[config.mk]
export PLATFORM = sky130hd
export DESIGN_NAME = ccp_compare_and_pwm
export DESIGN_NICKNAME = d
export VERILOG_FILES = /design/src/pkg/ccp_pkg.sv /design/src/hdl/ccp_compare_and_pwm.sv
export VERILOG_INCLUDE_DIRS = /design/src /design/src/pkg
export SDC_FILE = /design/constraint.sdc
export NUM_CORES = 1
export LEC_CHECK = 0
export ABC_AREA = 0
export BUFFER_PORTS_ARGS = -buffer_cell sky130_fd_sc_hd__buf_2
export CORE_MARGIN = 2
export CORE_UTILIZATION = 39
export DETAILED_ROUTE_END_ITERATION = 6
export GPL_ROUTABILITY_DRIVEN = 0
export MAX_ROUTING_LAYER = met4
export SYNTH_ARGS = -nofsm -noshare
export SYNTH_HDL_FRONTEND = slang
export SYNTH_SLANG_ARGS = --single-unit
[constraint.sdc]
create_clock -name i_clk -period 2.47 [get_ports i_clk]
set_input_delay 0.247 -clock i_clk [delete_from_list [all_inputs] [get_ports i_clk]]
set_output_delay 0.247 -clock i_clk [all_outputs]
set_load 0.01 [all_outputs]
[src/pkg/ccp_cfg.svh]
`ifndef CCP_CFG_SVH
`define CCP_CFG_SVH

// Register indices; byte address is four times the index
`define CCP_IDX_FLAGS1   10'h00C
`define CCP_IDX_FLAGS2   10'h00D
`define CCP_IDX_T1_LO    10'h00E
`define CCP_IDX_T1_HI    10'h00F
`define CCP_IDX_T1_CON   10'h010
`define CCP_IDX_T2_CNT   10'h011
`define CCP_IDX_T2_CON   10'h012
`define CCP_IDX_U1_LO    10'h015
`define CCP_IDX_U1_HI    10'h016
`define CCP_IDX_U1_CON   10'h017
`define CCP_IDX_U2_LO    10'h01B
`define CCP_IDX_U2_HI    10'h01C
`define CCP_IDX_U2_CON   10'h01D
`define CCP_IDX_ENABLES1 10'h08C
`define CCP_IDX_ENABLES2 10'h08D
`define CCP_IDX_T2_PER   10'h092

// Field positions
`define CCP_FLAG1_UNIT1  2
`define CCP_FLAG1_T1OVF  0
`define CCP_FLAG2_UNIT2  0
`define CCP_T1_ON        0
`define CCP_T1_PS_LO     4
`define CCP_T2_PS_LO     0
`define CCP_T2_ON        2
`define CCP_CON_DUTY_LO  4

// Reset values
`define CCP_RST_BYTE     8'h00
`define CCP_RST_T2_PER   8'hFF

// Timing: oscillator periods per instruction cycle
`define CCP_TOSC_PER_INSTR 4

`endif

[src/pkg/ccp_pkg.sv]
package ccp_pkg;

    // Decoded function of one unit
    typedef enum logic [2:0] {
        UNIT_OFF,
        UNIT_CAPTURE,
        CMP_SET_PIN,
        CMP_CLEAR_PIN,
        CMP_FLAG_ONLY,
        CMP_SPECIAL,
        UNIT_PWM
    } unit_mode_t;

    // Mode field decode; reserved codes act as off
    function automatic unit_mode_t decode_mode(input logic [3:0] m);
        unit_mode_t r;
        r = UNIT_OFF;
        casez (m)
            4'b01??: r = UNIT_CAPTURE;
            4'b1000: r = CMP_SET_PIN;
            4'b1001: r = CMP_CLEAR_PIN;
            4'b1010: r = CMP_FLAG_ONLY;
            4'b1011: r = CMP_SPECIAL;
            4'b11??: r = UNIT_PWM;
            default: r = UNIT_OFF;
        endcase
        return r;
    endfunction : decode_mode

endpackage : ccp_pkg

[src/hdl/ccp_compare_and_pwm.sv]
`timescale 1ns/1ps
`include "ccp_cfg.svh"

module ccp_compare_and_pwm (
    input  wire logic        i_clk,
    input  wire logic        i_reset,
    input  wire logic        i_psel,
    input  wire logic        i_penable,
    input  wire logic        i_pwrite,
    input  wire logic [11:0] i_paddr,
    input  wire logic [31:0] i_pwdata,
    output logic      [31:0] o_prdata,
    output logic             o_pready,
    output logic             o_pslverr,
    input  wire logic        i_adc_enabled,
    output logic             o_adc_start,
    output logic             o_unit_one_pin,
    output logic             o_unit_two_pin,
    output logic             o_irq_request
);
    import ccp_pkg::*;

    localparam int UNITS = 2;

    // Instruction-cycle phase counter
    logic [1:0] qph_q;
    logic       instr_tick;
    assign instr_tick = (qph_q == 2'(`CCP_TOSC_PER_INSTR - 1));

    always_ff @(posedge i_clk) begin
        if (i_reset || instr_tick) begin
            qph_q <= 2'h0;
        end else begin
            qph_q <= qph_q + 2'h1;
        end
    end

    // APB address decode
    logic [9:0] idx;
    logic       aligned;
    logic       wr;
    logic [7:0] wd;
    assign idx     = i_paddr[11:2];
    assign aligned = (i_paddr[1:0] == 2'h0);
    assign wr      = i_psel && i_penable && i_pwrite;
    assign wd      = i_pwdata[7:0];

    logic hit_f1, hit_f2, hit_t1l, hit_t1h, hit_t1c, hit_t2, hit_t2c;
    logic hit_e1, hit_e2, hit_pr;
    logic hit_lo  [UNITS];
    logic hit_hi  [UNITS];
    logic hit_con [UNITS];
    logic mapped;
    assign hit_f1     = aligned && (idx == `CCP_IDX_FLAGS1);
    assign hit_f2     = aligned && (idx == `CCP_IDX_FLAGS2);
    assign hit_t1l    = aligned && (idx == `CCP_IDX_T1_LO);
    assign hit_t1h    = aligned && (idx == `CCP_IDX_T1_HI);
    assign hit_t1c    = aligned && (idx == `CCP_IDX_T1_CON);
    assign hit_t2     = aligned && (idx == `CCP_IDX_T2_CNT);
    assign hit_t2c    = aligned && (idx == `CCP_IDX_T2_CON);
    assign hit_e1     = aligned && (idx == `CCP_IDX_ENABLES1);
    assign hit_e2     = aligned && (idx == `CCP_IDX_ENABLES2);
    assign hit_pr     = aligned && (idx == `CCP_IDX_T2_PER);
    assign hit_lo[0]  = aligned && (idx == `CCP_IDX_U1_LO);
    assign hit_hi[0]  = aligned && (idx == `CCP_IDX_U1_HI);
    assign hit_con[0] = aligned && (idx == `CCP_IDX_U1_CON);
    assign hit_lo[1]  = aligned && (idx == `CCP_IDX_U2_LO);
    assign hit_hi[1]  = aligned && (idx == `CCP_IDX_U2_HI);
    assign hit_con[1] = aligned && (idx == `CCP_IDX_U2_CON);
    assign mapped = hit_f1 || hit_f2 || hit_t1l || hit_t1h || hit_t1c
                 || hit_t2 || hit_t2c || hit_e1 || hit_e2 || hit_pr
                 || hit_lo[0] || hit_hi[0] || hit_con[0]
                 || hit_lo[1] || hit_hi[1] || hit_con[1];

    // Zero-wait slave; unmapped access errors out
    assign o_pready  = 1'b1;
    assign o_pslverr = i_psel && i_penable && !mapped;

    // Per-unit state
    logic [7:0] val_lo_q  [UNITS];
    logic [7:0] val_hi_q  [UNITS];
    logic [5:0] con_q     [UNITS];
    logic [1:0] lsb_act_q [UNITS];
    logic       pin_q     [UNITS];
    logic       flag_q    [UNITS];
    logic       ien_q     [UNITS];
    logic       eq_q      [UNITS];
    unit_mode_t mode      [UNITS];
    logic       match     [UNITS];
    logic       special   [UNITS];
    logic       pwm_clear [UNITS];
    logic       flag_wr   [UNITS];
    logic       flag_wbit [UNITS];

    assign flag_wr[0]   = wr && hit_f1;
    assign flag_wr[1]   = wr && hit_f2;
    assign flag_wbit[0] = wd[`CCP_FLAG1_UNIT1];
    assign flag_wbit[1] = wd[`CCP_FLAG2_UNIT2];

    // Timer1 registers
    logic [15:0] t1_q;
    logic [5:0]  timer_one_control_q;
    logic [2:0]  t1pre_q;
    logic [2:0]  t1_mask;
    logic [1:0]  t1_ps;
    logic        t1_on;
    logic        t1_tick;
    logic        t1ovf_q;
    logic        t1ovf_en_q;
    logic        event_reset;
    assign t1_ps   = timer_one_control_q[`CCP_T1_PS_LO +: 2];
    assign t1_on   = timer_one_control_q[`CCP_T1_ON];
    assign t1_mask = {t1_ps == 2'h3, t1_ps[1], t1_ps != 2'h0};
    assign t1_tick = instr_tick && t1_on && (t1pre_q == t1_mask);
    assign event_reset = special[0] || special[1];

    // Timer1 prescaler over instruction cycles
    always_ff @(posedge i_clk) begin
        if (i_reset || !t1_on || event_reset) begin
            t1pre_q <= 3'h0;
        end else if (instr_tick) begin
            t1pre_q <= (t1pre_q == t1_mask) ? 3'h0 : t1pre_q + 3'h1;
        end
    end

    // Timer1 count; software write beats the event clear
    always_ff @(posedge i_clk) begin
        if (i_reset) begin
            t1_q <= 16'h0000;
        end else if (wr && hit_t1l) begin
            t1_q[7:0] <= wd;
        end else if (wr && hit_t1h) begin
            t1_q[15:8] <= wd;
        end else if (event_reset) begin
            t1_q <= 16'h0000;
        end else if (t1_tick) begin
            t1_q <= t1_q + 16'h0001;
        end
    end

    // Overflow flag only from a real wrap; set wins over clear
    logic t1_wrap;
    assign t1_wrap = t1_tick && (t1_q == 16'hFFFF) && !event_reset
                  && !(wr && (hit_t1l || hit_t1h));

    always_ff @(posedge i_clk) begin
        if (i_reset) begin
            t1ovf_q    <= 1'b0;
            t1ovf_en_q <= 1'b0;
            timer_one_control_q    <= 6'h00;
        end else begin
            if (t1_wrap) begin
                t1ovf_q <= 1'b1;
            end else if (wr && hit_f1) begin
                t1ovf_q <= wd[`CCP_FLAG1_T1OVF];
            end
            if (wr && hit_e1) begin
                t1ovf_en_q <= wd[`CCP_FLAG1_T1OVF];
            end
            if (wr && hit_t1c) begin
                timer_one_control_q <= wd[5:0];
            end
        end
    end

    // Timer2 and period register
    logic [7:0] t2_q;
    logic [7:0] pr2_q;
    logic [6:0] timer_two_control_q;
    logic [3:0] pre2_q;
    logic [3:0] pre2_term;
    logic [1:0] t2_ps;
    logic [1:0] t2_frac;
    logic [9:0] t2_ext;
    logic       t2_tick;
    logic       period_start;
    assign t2_ps     = timer_two_control_q[`CCP_T2_PS_LO +: 2];
    assign pre2_term = t2_ps[1] ? 4'hF : (t2_ps[0] ? 4'h3 : 4'h0);
    assign t2_tick   = instr_tick && timer_two_control_q[`CCP_T2_ON]
                    && (pre2_q == pre2_term);
    // Period match; postscaler bits 6:3 are stored only
    assign period_start = t2_tick && (t2_q == pr2_q);

    // Pin set trails period start by one cycle, so high time equals duty
    logic pwm_start_q;
    always_ff @(posedge i_clk) begin
        if (i_reset) begin
            pwm_start_q <= 1'b0;
        end else begin
            pwm_start_q <= period_start;
        end
    end

    // Fractional bits: phase counter at 1:1, prescaler bits otherwise
    assign t2_frac = t2_ps[1] ? pre2_q[3:2]
                   : (t2_ps[0] ? pre2_q[1:0] : qph_q);
    assign t2_ext  = {t2_q, t2_frac};

    // Timer2 prescaler; a count or control write restarts it
    always_ff @(posedge i_clk) begin
        if (i_reset || !timer_two_control_q[`CCP_T2_ON]
            || (wr && (hit_t2 || hit_t2c))) begin
            pre2_q <= 4'h0;
        end else if (instr_tick) begin
            pre2_q <= (pre2_q == pre2_term) ? 4'h0 : pre2_q + 4'h1;
        end
    end

    // Timer2 count wraps after reaching the period value
    always_ff @(posedge i_clk) begin
        if (i_reset) begin
            t2_q    <= `CCP_RST_BYTE;
            pr2_q   <= `CCP_RST_T2_PER;
            timer_two_control_q <= 7'h00;
        end else begin
            if (wr && hit_t2) begin
                t2_q <= wd;
            end else if (period_start) begin
                t2_q <= `CCP_RST_BYTE;
            end else if (t2_tick) begin
                t2_q <= t2_q + 8'h01;
            end
            if (wr && hit_pr) begin
                pr2_q <= wd;
            end
            if (wr && hit_t2c) begin
                timer_two_control_q <= wd[6:0];
            end
        end
    end

    // One slice per unit
    genvar u;
    for (u = 0; u < UNITS; u++) begin : g_unit
        logic       eq;
        logic       is_cmp;
        logic       con_zero;
        logic [9:0] duty_act;
        assign mode[u]   = decode_mode(con_q[u][3:0]);
        assign is_cmp    = (mode[u] == CMP_SET_PIN)
                        || (mode[u] == CMP_CLEAR_PIN)
                        || (mode[u] == CMP_FLAG_ONLY)
                        || (mode[u] == CMP_SPECIAL);
        // Equality every cycle; act on its first cycle only
        assign eq        = is_cmp
                        && ({val_hi_q[u], val_lo_q[u]} == t1_q);
        assign match[u]  = eq && !eq_q[u];
        assign special[u] = match[u] && (mode[u] == CMP_SPECIAL);
        assign duty_act  = {val_hi_q[u], lsb_act_q[u]};
        // Never true when duty lies beyond the period
        assign pwm_clear[u] = (mode[u] == UNIT_PWM)
                           && (duty_act == t2_ext);
        assign con_zero  = wr && hit_con[u] && (wd == 8'h00);

        // Match edge tracker
        always_ff @(posedge i_clk) begin
            if (i_reset) begin
                eq_q[u] <= 1'b0;
            end else begin
                eq_q[u] <= eq;
            end
        end

        // Value and control; high byte is hardware-owned in PWM
        always_ff @(posedge i_clk) begin
            if (i_reset) begin
                val_lo_q[u] <= `CCP_RST_BYTE;
                val_hi_q[u] <= `CCP_RST_BYTE;
                con_q[u]    <= 6'h00;
            end else begin
                if (wr && hit_lo[u]) begin
                    val_lo_q[u] <= wd;
                end
                if (mode[u] == UNIT_PWM) begin
                    if (period_start) begin
                        val_hi_q[u] <= val_lo_q[u];
                    end
                end else if (wr && hit_hi[u]) begin
                    val_hi_q[u] <= wd;
                end
                if (wr && hit_con[u]) begin
                    con_q[u] <= wd[5:0];
                end
            end
        end

        // Hidden 2-bit duty latch
        always_ff @(posedge i_clk) begin
            if (i_reset || con_zero) begin
                lsb_act_q[u] <= 2'h0;
            end else if (period_start && mode[u] == UNIT_PWM) begin
                lsb_act_q[u] <= con_q[u][`CCP_CON_DUTY_LO +: 2];
            end
        end

        // Output latch; period start outranks the duty clear
        always_ff @(posedge i_clk) begin
            if (i_reset || con_zero) begin
                pin_q[u] <= 1'b0;
            end else begin
                case (mode[u])
                    UNIT_OFF: begin
                        pin_q[u] <= 1'b0;
                    end
                    CMP_SET_PIN: begin
                        if (match[u]) begin
                            pin_q[u] <= 1'b1;
                        end
                    end
                    CMP_CLEAR_PIN: begin
                        if (match[u]) begin
                            pin_q[u] <= 1'b0;
                        end
                    end
                    UNIT_PWM: begin
                        if (pwm_start_q) begin
                            pin_q[u] <= (duty_act != 10'h000);
                        end else if (pwm_clear[u]) begin
                            pin_q[u] <= 1'b0;
                        end
                    end
                    default: begin
                        pin_q[u] <= pin_q[u];
                    end
                endcase
            end
        end

        // Match flag and its enable; set wins over a clearing write
        always_ff @(posedge i_clk) begin
            if (i_reset) begin
                flag_q[u] <= 1'b0;
                ien_q[u]  <= 1'b0;
            end else begin
                if (match[u]) begin
                    flag_q[u] <= 1'b1;
                end else if (flag_wr[u]) begin
                    flag_q[u] <= flag_wbit[u];
                end
                if (wr && ((u == 0) ? hit_e1 : hit_e2)) begin
                    ien_q[u] <= flag_wbit[u];
                end
            end
        end
    end

    // Pins, converter start and combined request
    always_ff @(posedge i_clk) begin
        if (i_reset) begin
            o_adc_start   <= 1'b0;
            o_irq_request <= 1'b0;
        end else begin
            o_adc_start   <= special[1] && i_adc_enabled;
            o_irq_request <= (flag_q[0] && ien_q[0])
                          || (flag_q[1] && ien_q[1])
                          || (t1ovf_q && t1ovf_en_q);
        end
    end
    assign o_unit_one_pin = pin_q[0];
    assign o_unit_two_pin = pin_q[1];

    // Read mux
    logic [7:0] rd_byte;
    always_comb begin
        rd_byte = 8'h00;
        if (hit_f1) begin
            rd_byte[`CCP_FLAG1_UNIT1] = flag_q[0];
            rd_byte[`CCP_FLAG1_T1OVF] = t1ovf_q;
        end else if (hit_f2) begin
            rd_byte[`CCP_FLAG2_UNIT2] = flag_q[1];
        end else if (hit_e1) begin
            rd_byte[`CCP_FLAG1_UNIT1] = ien_q[0];
            rd_byte[`CCP_FLAG1_T1OVF] = t1ovf_en_q;
        end else if (hit_e2) begin
            rd_byte[`CCP_FLAG2_UNIT2] = ien_q[1];
        end else if (hit_t1l) begin
            rd_byte = t1_q[7:0];
        end else if (hit_t1h) begin
            rd_byte = t1_q[15:8];
        end else if (hit_t1c) begin
            rd_byte = {2'h0, timer_one_control_q};
        end else if (hit_t2) begin
            rd_byte = t2_q;
        end else if (hit_t2c) begin
            rd_byte = {1'b0, timer_two_control_q};
        end else if (hit_pr) begin
            rd_byte = pr2_q;
        end else if (hit_lo[0]) begin
            rd_byte = val_lo_q[0];
        end else if (hit_hi[0]) begin
            rd_byte = val_hi_q[0];
        end else if (hit_con[0]) begin
            rd_byte = {2'h0, con_q[0]};
        end else if (hit_lo[1]) begin
            rd_byte = val_lo_q[1];
        end else if (hit_hi[1]) begin
            rd_byte = val_hi_q[1];
        end else if (hit_con[1]) begin
            rd_byte = {2'h0, con_q[1]};
        end
    end

    // Read data caught in the setup cycle, stable through access
    always_ff @(posedge i_clk) begin
        if (i_reset) begin
            o_prdata <= 32'h0000_0000;
        end else if (i_psel && !i_penable && !i_pwrite) begin
            o_prdata <= {24'h00_0000, rd_byte};
        end
    end

endmodule : ccp_compare_and_pwm

==> reports/metrics.cfg, run 1 <==
[synthesis]
syn_area_per_cell_um2 = 8.52
seq_area_frac_synth = 0.370
ys.flop_type = dfxtp_1
synthTopCellsByArea = edfxtp_1, dfxtp_1, nand2_1
synth_cell_type_count = 78
synth_edf_count = 54
netlist_area_mm2 = 0.00812
synth_area_leader_cell = edfxtp_1
synth_cells = 953
ys_async_sr_fraction = 0
synth_warnings = 0
synth.top_cell.area_share = 0.200
ys_ff_latch = 123

[pwr]
p_sw_mw = 1.31
leakage_nw = 3.98
p_int_mw = 3.89
clock_power_share = 0.476
p_seq_frac = 0.425
pwr_density_cell_mw_per_mm2 = 510
p_comb_frac = 0.099
peakVddDrop_mv = 0.465
sw_frac_of_total = 0.251

[finish]
fillers = 1961
final_cell_mix = buf_4, nand2_1, nor2_1
syn_to_final_growth_pct = 25.6
fin_cells = 1387
nNetsFinal = 1158
multi_input_area_mm2 = 0.00469
ff_latch_area_mm2 = 0.00300
finalCoreUtilization = 0.502
drive_above_1_share = 0.248
final_common_cell = buf_4

[setup_path]
path_class = input port to primary output
crit_required_ns = 2.22
start_kind = input port
cp.arrival_ns = 2.15
critical_path_peak_fanout = 8
cp-end-kind = primary output

[worst_hold_path]
worstHoldPathType = input port to register

[sta]
max_freq_mhz = 417
finClkSkew_ns = 0.0142
slew_violations = 0
slew_headroom = 0.608
setup-tns-final_ns = 0
hold_viol = 0
worst_pin_slew_ns = 0.573
fin_hold_ws_ns = 0.0428
rsz0062_at_grt = no
setup_viol = 0
finalCritPeriodShare = 0.970
fin_crit_ns = 2.40

[placed_design]
dpl.hpwl_mm = 22.6
portBuffers = 38
placedCellCount = 1350

[cts]
cts_sinks = 123
tritoncts = done
holdBufCountCts = 0
cts-root-buf = clkbuf_16
cts_max_level = 4
clk_pin_slew_worst_paths_ns = 0.06
clk-insertion-delay-late_ns = 0.43
numCtsBuffers = 17
cts_buffer_depth = 2

[floorplan]
dieArea_mm2 = 0.0220
fp-row-count = 52
chipHeight_um = 148
die_width_um = 148
ios = 88
core_area_mm2 = 0.0203
start_util = 0.400

[grt]
grt_antenna_before_repair = 0
grt_use_total = 0.278
gr-total-overflow = 0
grt_pass1_vias = 7515
grt_pass1_wl_mm = 44.8
grt_max_degree = 41

[detailed_routing]
drtAntennaViolNets = 0
dr.pass1.iters = 6
drt_iter0_drc = 903
drt_wl_total_mm = 29.8
wire_per_inst_um = 21.5
vias_per_cell = 5.83
via_count = 8089
drc_errors = 0

[status]
status = complete, no violations

[run]
drv_cap = 0

[metrics by stage]
step           worst slack, ns  cell area (um2)  total power, mW
2_1_floorplan         -0.00210             8230             2.54
3_3_place_gp           -0.0474             9530             2.74
3_5_place_dp           -0.0617             9530             2.74
4_1_cts                0.00195            10100             5.18
5_1_grt                0.00869            10200             5.33
6_report                0.0730            10200             5.19
[repair_timing]
action	CTS	global route
setup buffers	0	4
setup endpoints to repair	11	24
pin swaps	0	4
gates resized for setup	2	8
[metal layers]
metal	vias to the layer above	share of wire	GRT usage
met1	3814	0.40	0.352
met3	85	0.10	0.0598
li1	3713	-	-
met5	-	0	-
met2	477	0.45	0.437
met4	0	0.041	0.108
[critical path: stages]
cell,delay [ns]
buf_2,0.10
or4_4,0.60
buf_4,0.19
nor4_4,0.26
buf_6,0.17
nand2_1,0.11
nand2_1,0.13
nor4_1,0.06
buf_4,0.15
buf_2,0.13
[synth_stat cells (all sizes together) (3+ instances only)]
cell type / n
and2: 36
and4: 5
a31oi: 13
o21bai: 5
ha: 5
a21oi: 55
o21a: 6
a32oi: 5
mux2: 3
nand3b: 3
xor2: 36
clkbuf: 57
o22ai: 7
nand2b: 10
nand3: 29
a211oi: 13
a21o: 5
xnor2: 30
o211ai: 6
a22o: 20
nand2: 94
nor3b: 3
or4: 10
a221oi: 7
nor2b: 21
and3: 14
inv: 15
or2: 7
or3: 9
a211o: 10
nand4: 13
buf: 44
a22oi: 14
nor4: 28
nor3: 35
o21ai: 34
edfxtp: 54
or3b: 3
mux2i: 17
dfxtp: 69
nor2: 77
[power by group through the flow]
stage / logic (mW) / clock network [mW] / registers, mW
after floorplan: 0.292 / 0 / 2.24
after global placement: 0.492 / 0 / 2.25
after detailed placement: 0.495 / 0 / 2.25
after CTS: 0.499 / 2.48 / 2.21
after global routing: 0.543 / 2.57 / 2.21
final: 0.514 / 2.47 / 2.21
[state kept, by name, indices dropped and copies added, names as in the netlist, 2 cells and up]
| signal | flops |
|---|---|
| val_lo_q | 16 |
| pr2_q | 8 |
| t2_q | 8 |
| eq_q | 2 |
| o_prdata | 8 |
| timer_two_control_q | 7 |
| flag_q | 2 |
| ien_q | 2 |
| pin_q | 2 |
| t1pre_q | 3 |
| lsb_act_q | 4 |
| t1_q | 16 |
| con_q | 12 |
| pre2_q | 4 |
| timer_one_control_q | 6 |
| qph_q | 2 |
| val_hi_q | 16 |
[cells by family after synthesis]
group                      count (synthesis)  synth area share
DFF                                      123             0.370
other                                      2          0.000925
AOI/OAI and AO/OA                        222             0.189
adders and majority gates                  5           0.00771
muxes                                     20            0.0251
xor gates and xnor gates                  66            0.0712
buffers and inverters                    116            0.0706
and+or+nand+nor                          399             0.266
[layout make-up]
cell class | instances | area share
Antenna cell | 1 | 0.000246
Clock buffer | 23 | 0.0491
Clock inverter | 9 | 0.00798
Inverter | 15 | 0.00552
Multi-Input combinational cell | 737 | 0.460
Sequential cell | 123 | 0.295
Tap cell | 270 | 0.0331
Timing Repair Buffer | 209 | 0.149
[final timing paths]
kind	start	to	slack (ns)	cells after the start
worst max register to register	timer_two_control_q[0]	val_hi_q[1][3]	0.10	7
worst max-delay path	i_paddr[11]	o_pslverr	0.07	10
worst min-delay path	i_adc_enabled	o_adc_start	0.04	2
worst min register to register	timer_two_control_q[4]	timer_two_control_q[4]	0.46	2
(Power assumes the default switching activity.)
==> inputs of run 2 (changes only) <==
Settings changed: REMOVE_ABC_BUFFERS set to 1.
==> run 2 against run 1 <==
- the run now ends with design-rule violations left
- clock-buffer cell count did not move
- first-iteration DRC count rose by 9.2%
- fmax fell by 2.2%
- critical path depth is 1 lower
- critical endpoint is now t1_q[2]
- clock power decreased by 9.7%
- worst hold slack improved by 0.0035 ns
==> reports/metrics.cfg, run 2 (synthesis gave the netlist of run 1 again) <==
[status]
status = finished with violations
violations = design-rule violations

[setup_path]
cp-end-kind = register
path_buf_inv = 2  ; -3
critical_path_peak_fanout = 7  ; -1
crit_path_cell_trace = xor2_1, nor4_1, and4_1, a32o_1, buf_4, nor4_4, buf_4, a32oi_1, a21oi_1
start_kind = register
cp_slowest_cell = edfxtp_1
slowest_delay_ns = 0.47  ; -0.13 ns
cp.arrival_ns = 2.75  ; +0.60 ns
crit_required_ns = 2.77  ; +0.55 ns
cp_top_family = simple AND/OR/NAND/NOR gates
crit_top_cell = buf_4
path_class = register to register

[floorplan]
core_area_mm2 = 0.0203  ; unchanged
dieArea_mm2 = 0.0220  ; unchanged
die_width_um = 148  ; unchanged
chipHeight_um = 148  ; unchanged
ios = 88  ; unchanged
fp-row-count = 52  ; unchanged
start_util = 0.400  ; unchanged

[finish]
nNetsFinal = 1150  ; -0.69%
fin_cells = 1378  ; -0.65%
top_regs = t1_q (16), val_hi_q (16), val_lo_q (16)
syn_to_final_growth_pct = 24.3
antenna_cells = 0  ; -1
final_common_cell = buf_4
finalCoreUtilization = 0.497  ; -0.00499
drive_above_1_share = 0.250  ; +0.00179
fin_area_mm2 = 0.0101  ; -0.99%
final_cell_mix = buf_4, nand2_1, nor2_1

[detailed_routing]
top_layer_used = met4
dr_wl_met2_mm = 13.2  ; -1.9%
drt-met1-wl_mm = 12.4  ; +2.5%
wl_met3_mm = 2.99  ; -0.60%
dr.pass1.iters = 7  ; +1
drtAntennaViolNets = 0  ; unchanged
drt_wl_total_mm = 29.9  ; +0.52%
wire_per_inst_um = 21.7  ; +1.2%
vias_per_cell = 5.89  ; +1.0%
via_count = 8117  ; +0.35%
drc_errors = 2  ; +2
drt_iter0_drc = 986  ; +9.2%

[run]
drv_cap = 0  ; unchanged

[pwr]
sw_frac_of_total = 0.252  ; +0.00119
p_sw_mw = 1.25  ; -4.2%
finalPower_mw = 4.95  ; -4.6%
p_comb_frac = 0.103  ; +0.004
leakage_nw = 3.92  ; -1.6%
p_int_mw = 3.70  ; -4.8%
pwr_density_cell_mw_per_mm2 = 491  ; -3.7%
p_seq_frac = 0.447  ; +0.022
peakVddDrop_mv = 0.426  ; -8.3%
clock_power_share = 0.451  ; -0.025

[sta]
slew_violations = 0  ; unchanged
fin_crit_ns = 2.45  ; +0.0534 ns
slew_headroom = 0.614  ; +0.00516
worst_pin_slew_ns = 0.565  ; -0.00755 ns
finClkSkew_ns = 0.00604  ; -0.00812 ns
hold_viol = 0  ; unchanged
max_freq_mhz = 408  ; -2.2%
setup-tns-final_ns = 0  ; unchanged
setup_viol = 0  ; unchanged
finalCritPeriodShare = 0.992  ; +0.0216

[grt]
grt_pass1_wl_mm = 45.6  ; +1.7%
grt_use_total = 0.284  ; +0.00594
grt_pass1_vias = 7560  ; +0.60%
grt_max_degree = 68  ; +66%
gr-total-overflow = 0  ; unchanged
grt_antenna_before_repair = 0  ; unchanged

[cts]
clk_pin_slew_worst_paths_ns = 0.06  ; about the same
tritoncts = done
cts_buffer_depth = 2  ; unchanged
cts_sinks = 123  ; unchanged
cts_max_level = 4  ; unchanged
clk-insertion-delay-late_ns = 0.43  ; about the same
numCtsBuffers = 17  ; unchanged
cts-root-buf = clkbuf_16

[placed_design]
dpl.hpwl_mm = 22.8  ; +0.90%
placed_area_mm2 = 0.00945  ; -0.85%
portBuffers = 38  ; unchanged
placedCellCount = 1341  ; -0.67%

[worst_hold_path]
worstHoldPathType = input port to register

run 2: changes by cell type in the layout (fill, tap and decap cells not counted), sizes merged:
cell,delta
buf,-8
bufinv,-1
clkinv,+4
diode,-1
inv,-3
run 2: layout make-up:
type / count / area [um2]
Timing Repair Buffer: 201 / 1480
Clock inverter: 9 / 47.5
Fill cell: 1948 / 10200
Multi-Input combinational cell: 737 / 4680
Sequential cell: 123 / 3020
Tap cell: 270 / 338
Inverter: 15 / 56.3
Clock buffer: 23 / 478
run 2: metrics by stage:
stage | worst slack (ns) | hold slack, ns
final | 0.0196 | 0.0463
after global routing | -0.00649 | 0.0625
after CTS | 0.000957 | 0.0446
after detailed placement | -0.0712 | 0.449
after global placement | -0.0523 | 0.442
after floorplan | -0.0280 | 0.316
run 2: power by group through the flow:
stage	sequential [mW]	combinational, mW	clock [mW]
3_5_place_dp	2.25	0.488	0
3_3_place_gp	2.25	0.485	0
5_1_grt	2.22	0.540	2.35
4_1_cts	2.21	0.489	2.25
2_1_floorplan	2.25	0.198	0
6_report	2.21	0.509	2.23
run 2: timing repair:
item                       CTS  global route
pin swaps                    0             9
gates resized for setup      1            24
hold endpoints to repair     0             0
buffers inserted             0             5
setup endpoints to repair    1            33
cloned                       0             0
hold buffers                 0             0
run 2: routing by layer:
metal	vias to the layer above	global-route usage
met5	-	-
met4	0	0.117
met3	94	0.0509
met2	483	0.429
met1	3824	0.378
li1	3716	-
run 2: path summary, 6_finish.rpt:
check	start	end	slack, ns	depth (start not counted)
hold reg to reg	timer_two_control_q[5]	timer_two_control_q[5]	0.46	2
setup / recovery	val_lo_q[0][6]	t1_q[2]	0.02	9
hold / removal	i_adc_enabled	o_adc_start	0.05	2
setup reg to reg	val_lo_q[0][6]	t1_q[2]	0.02	9
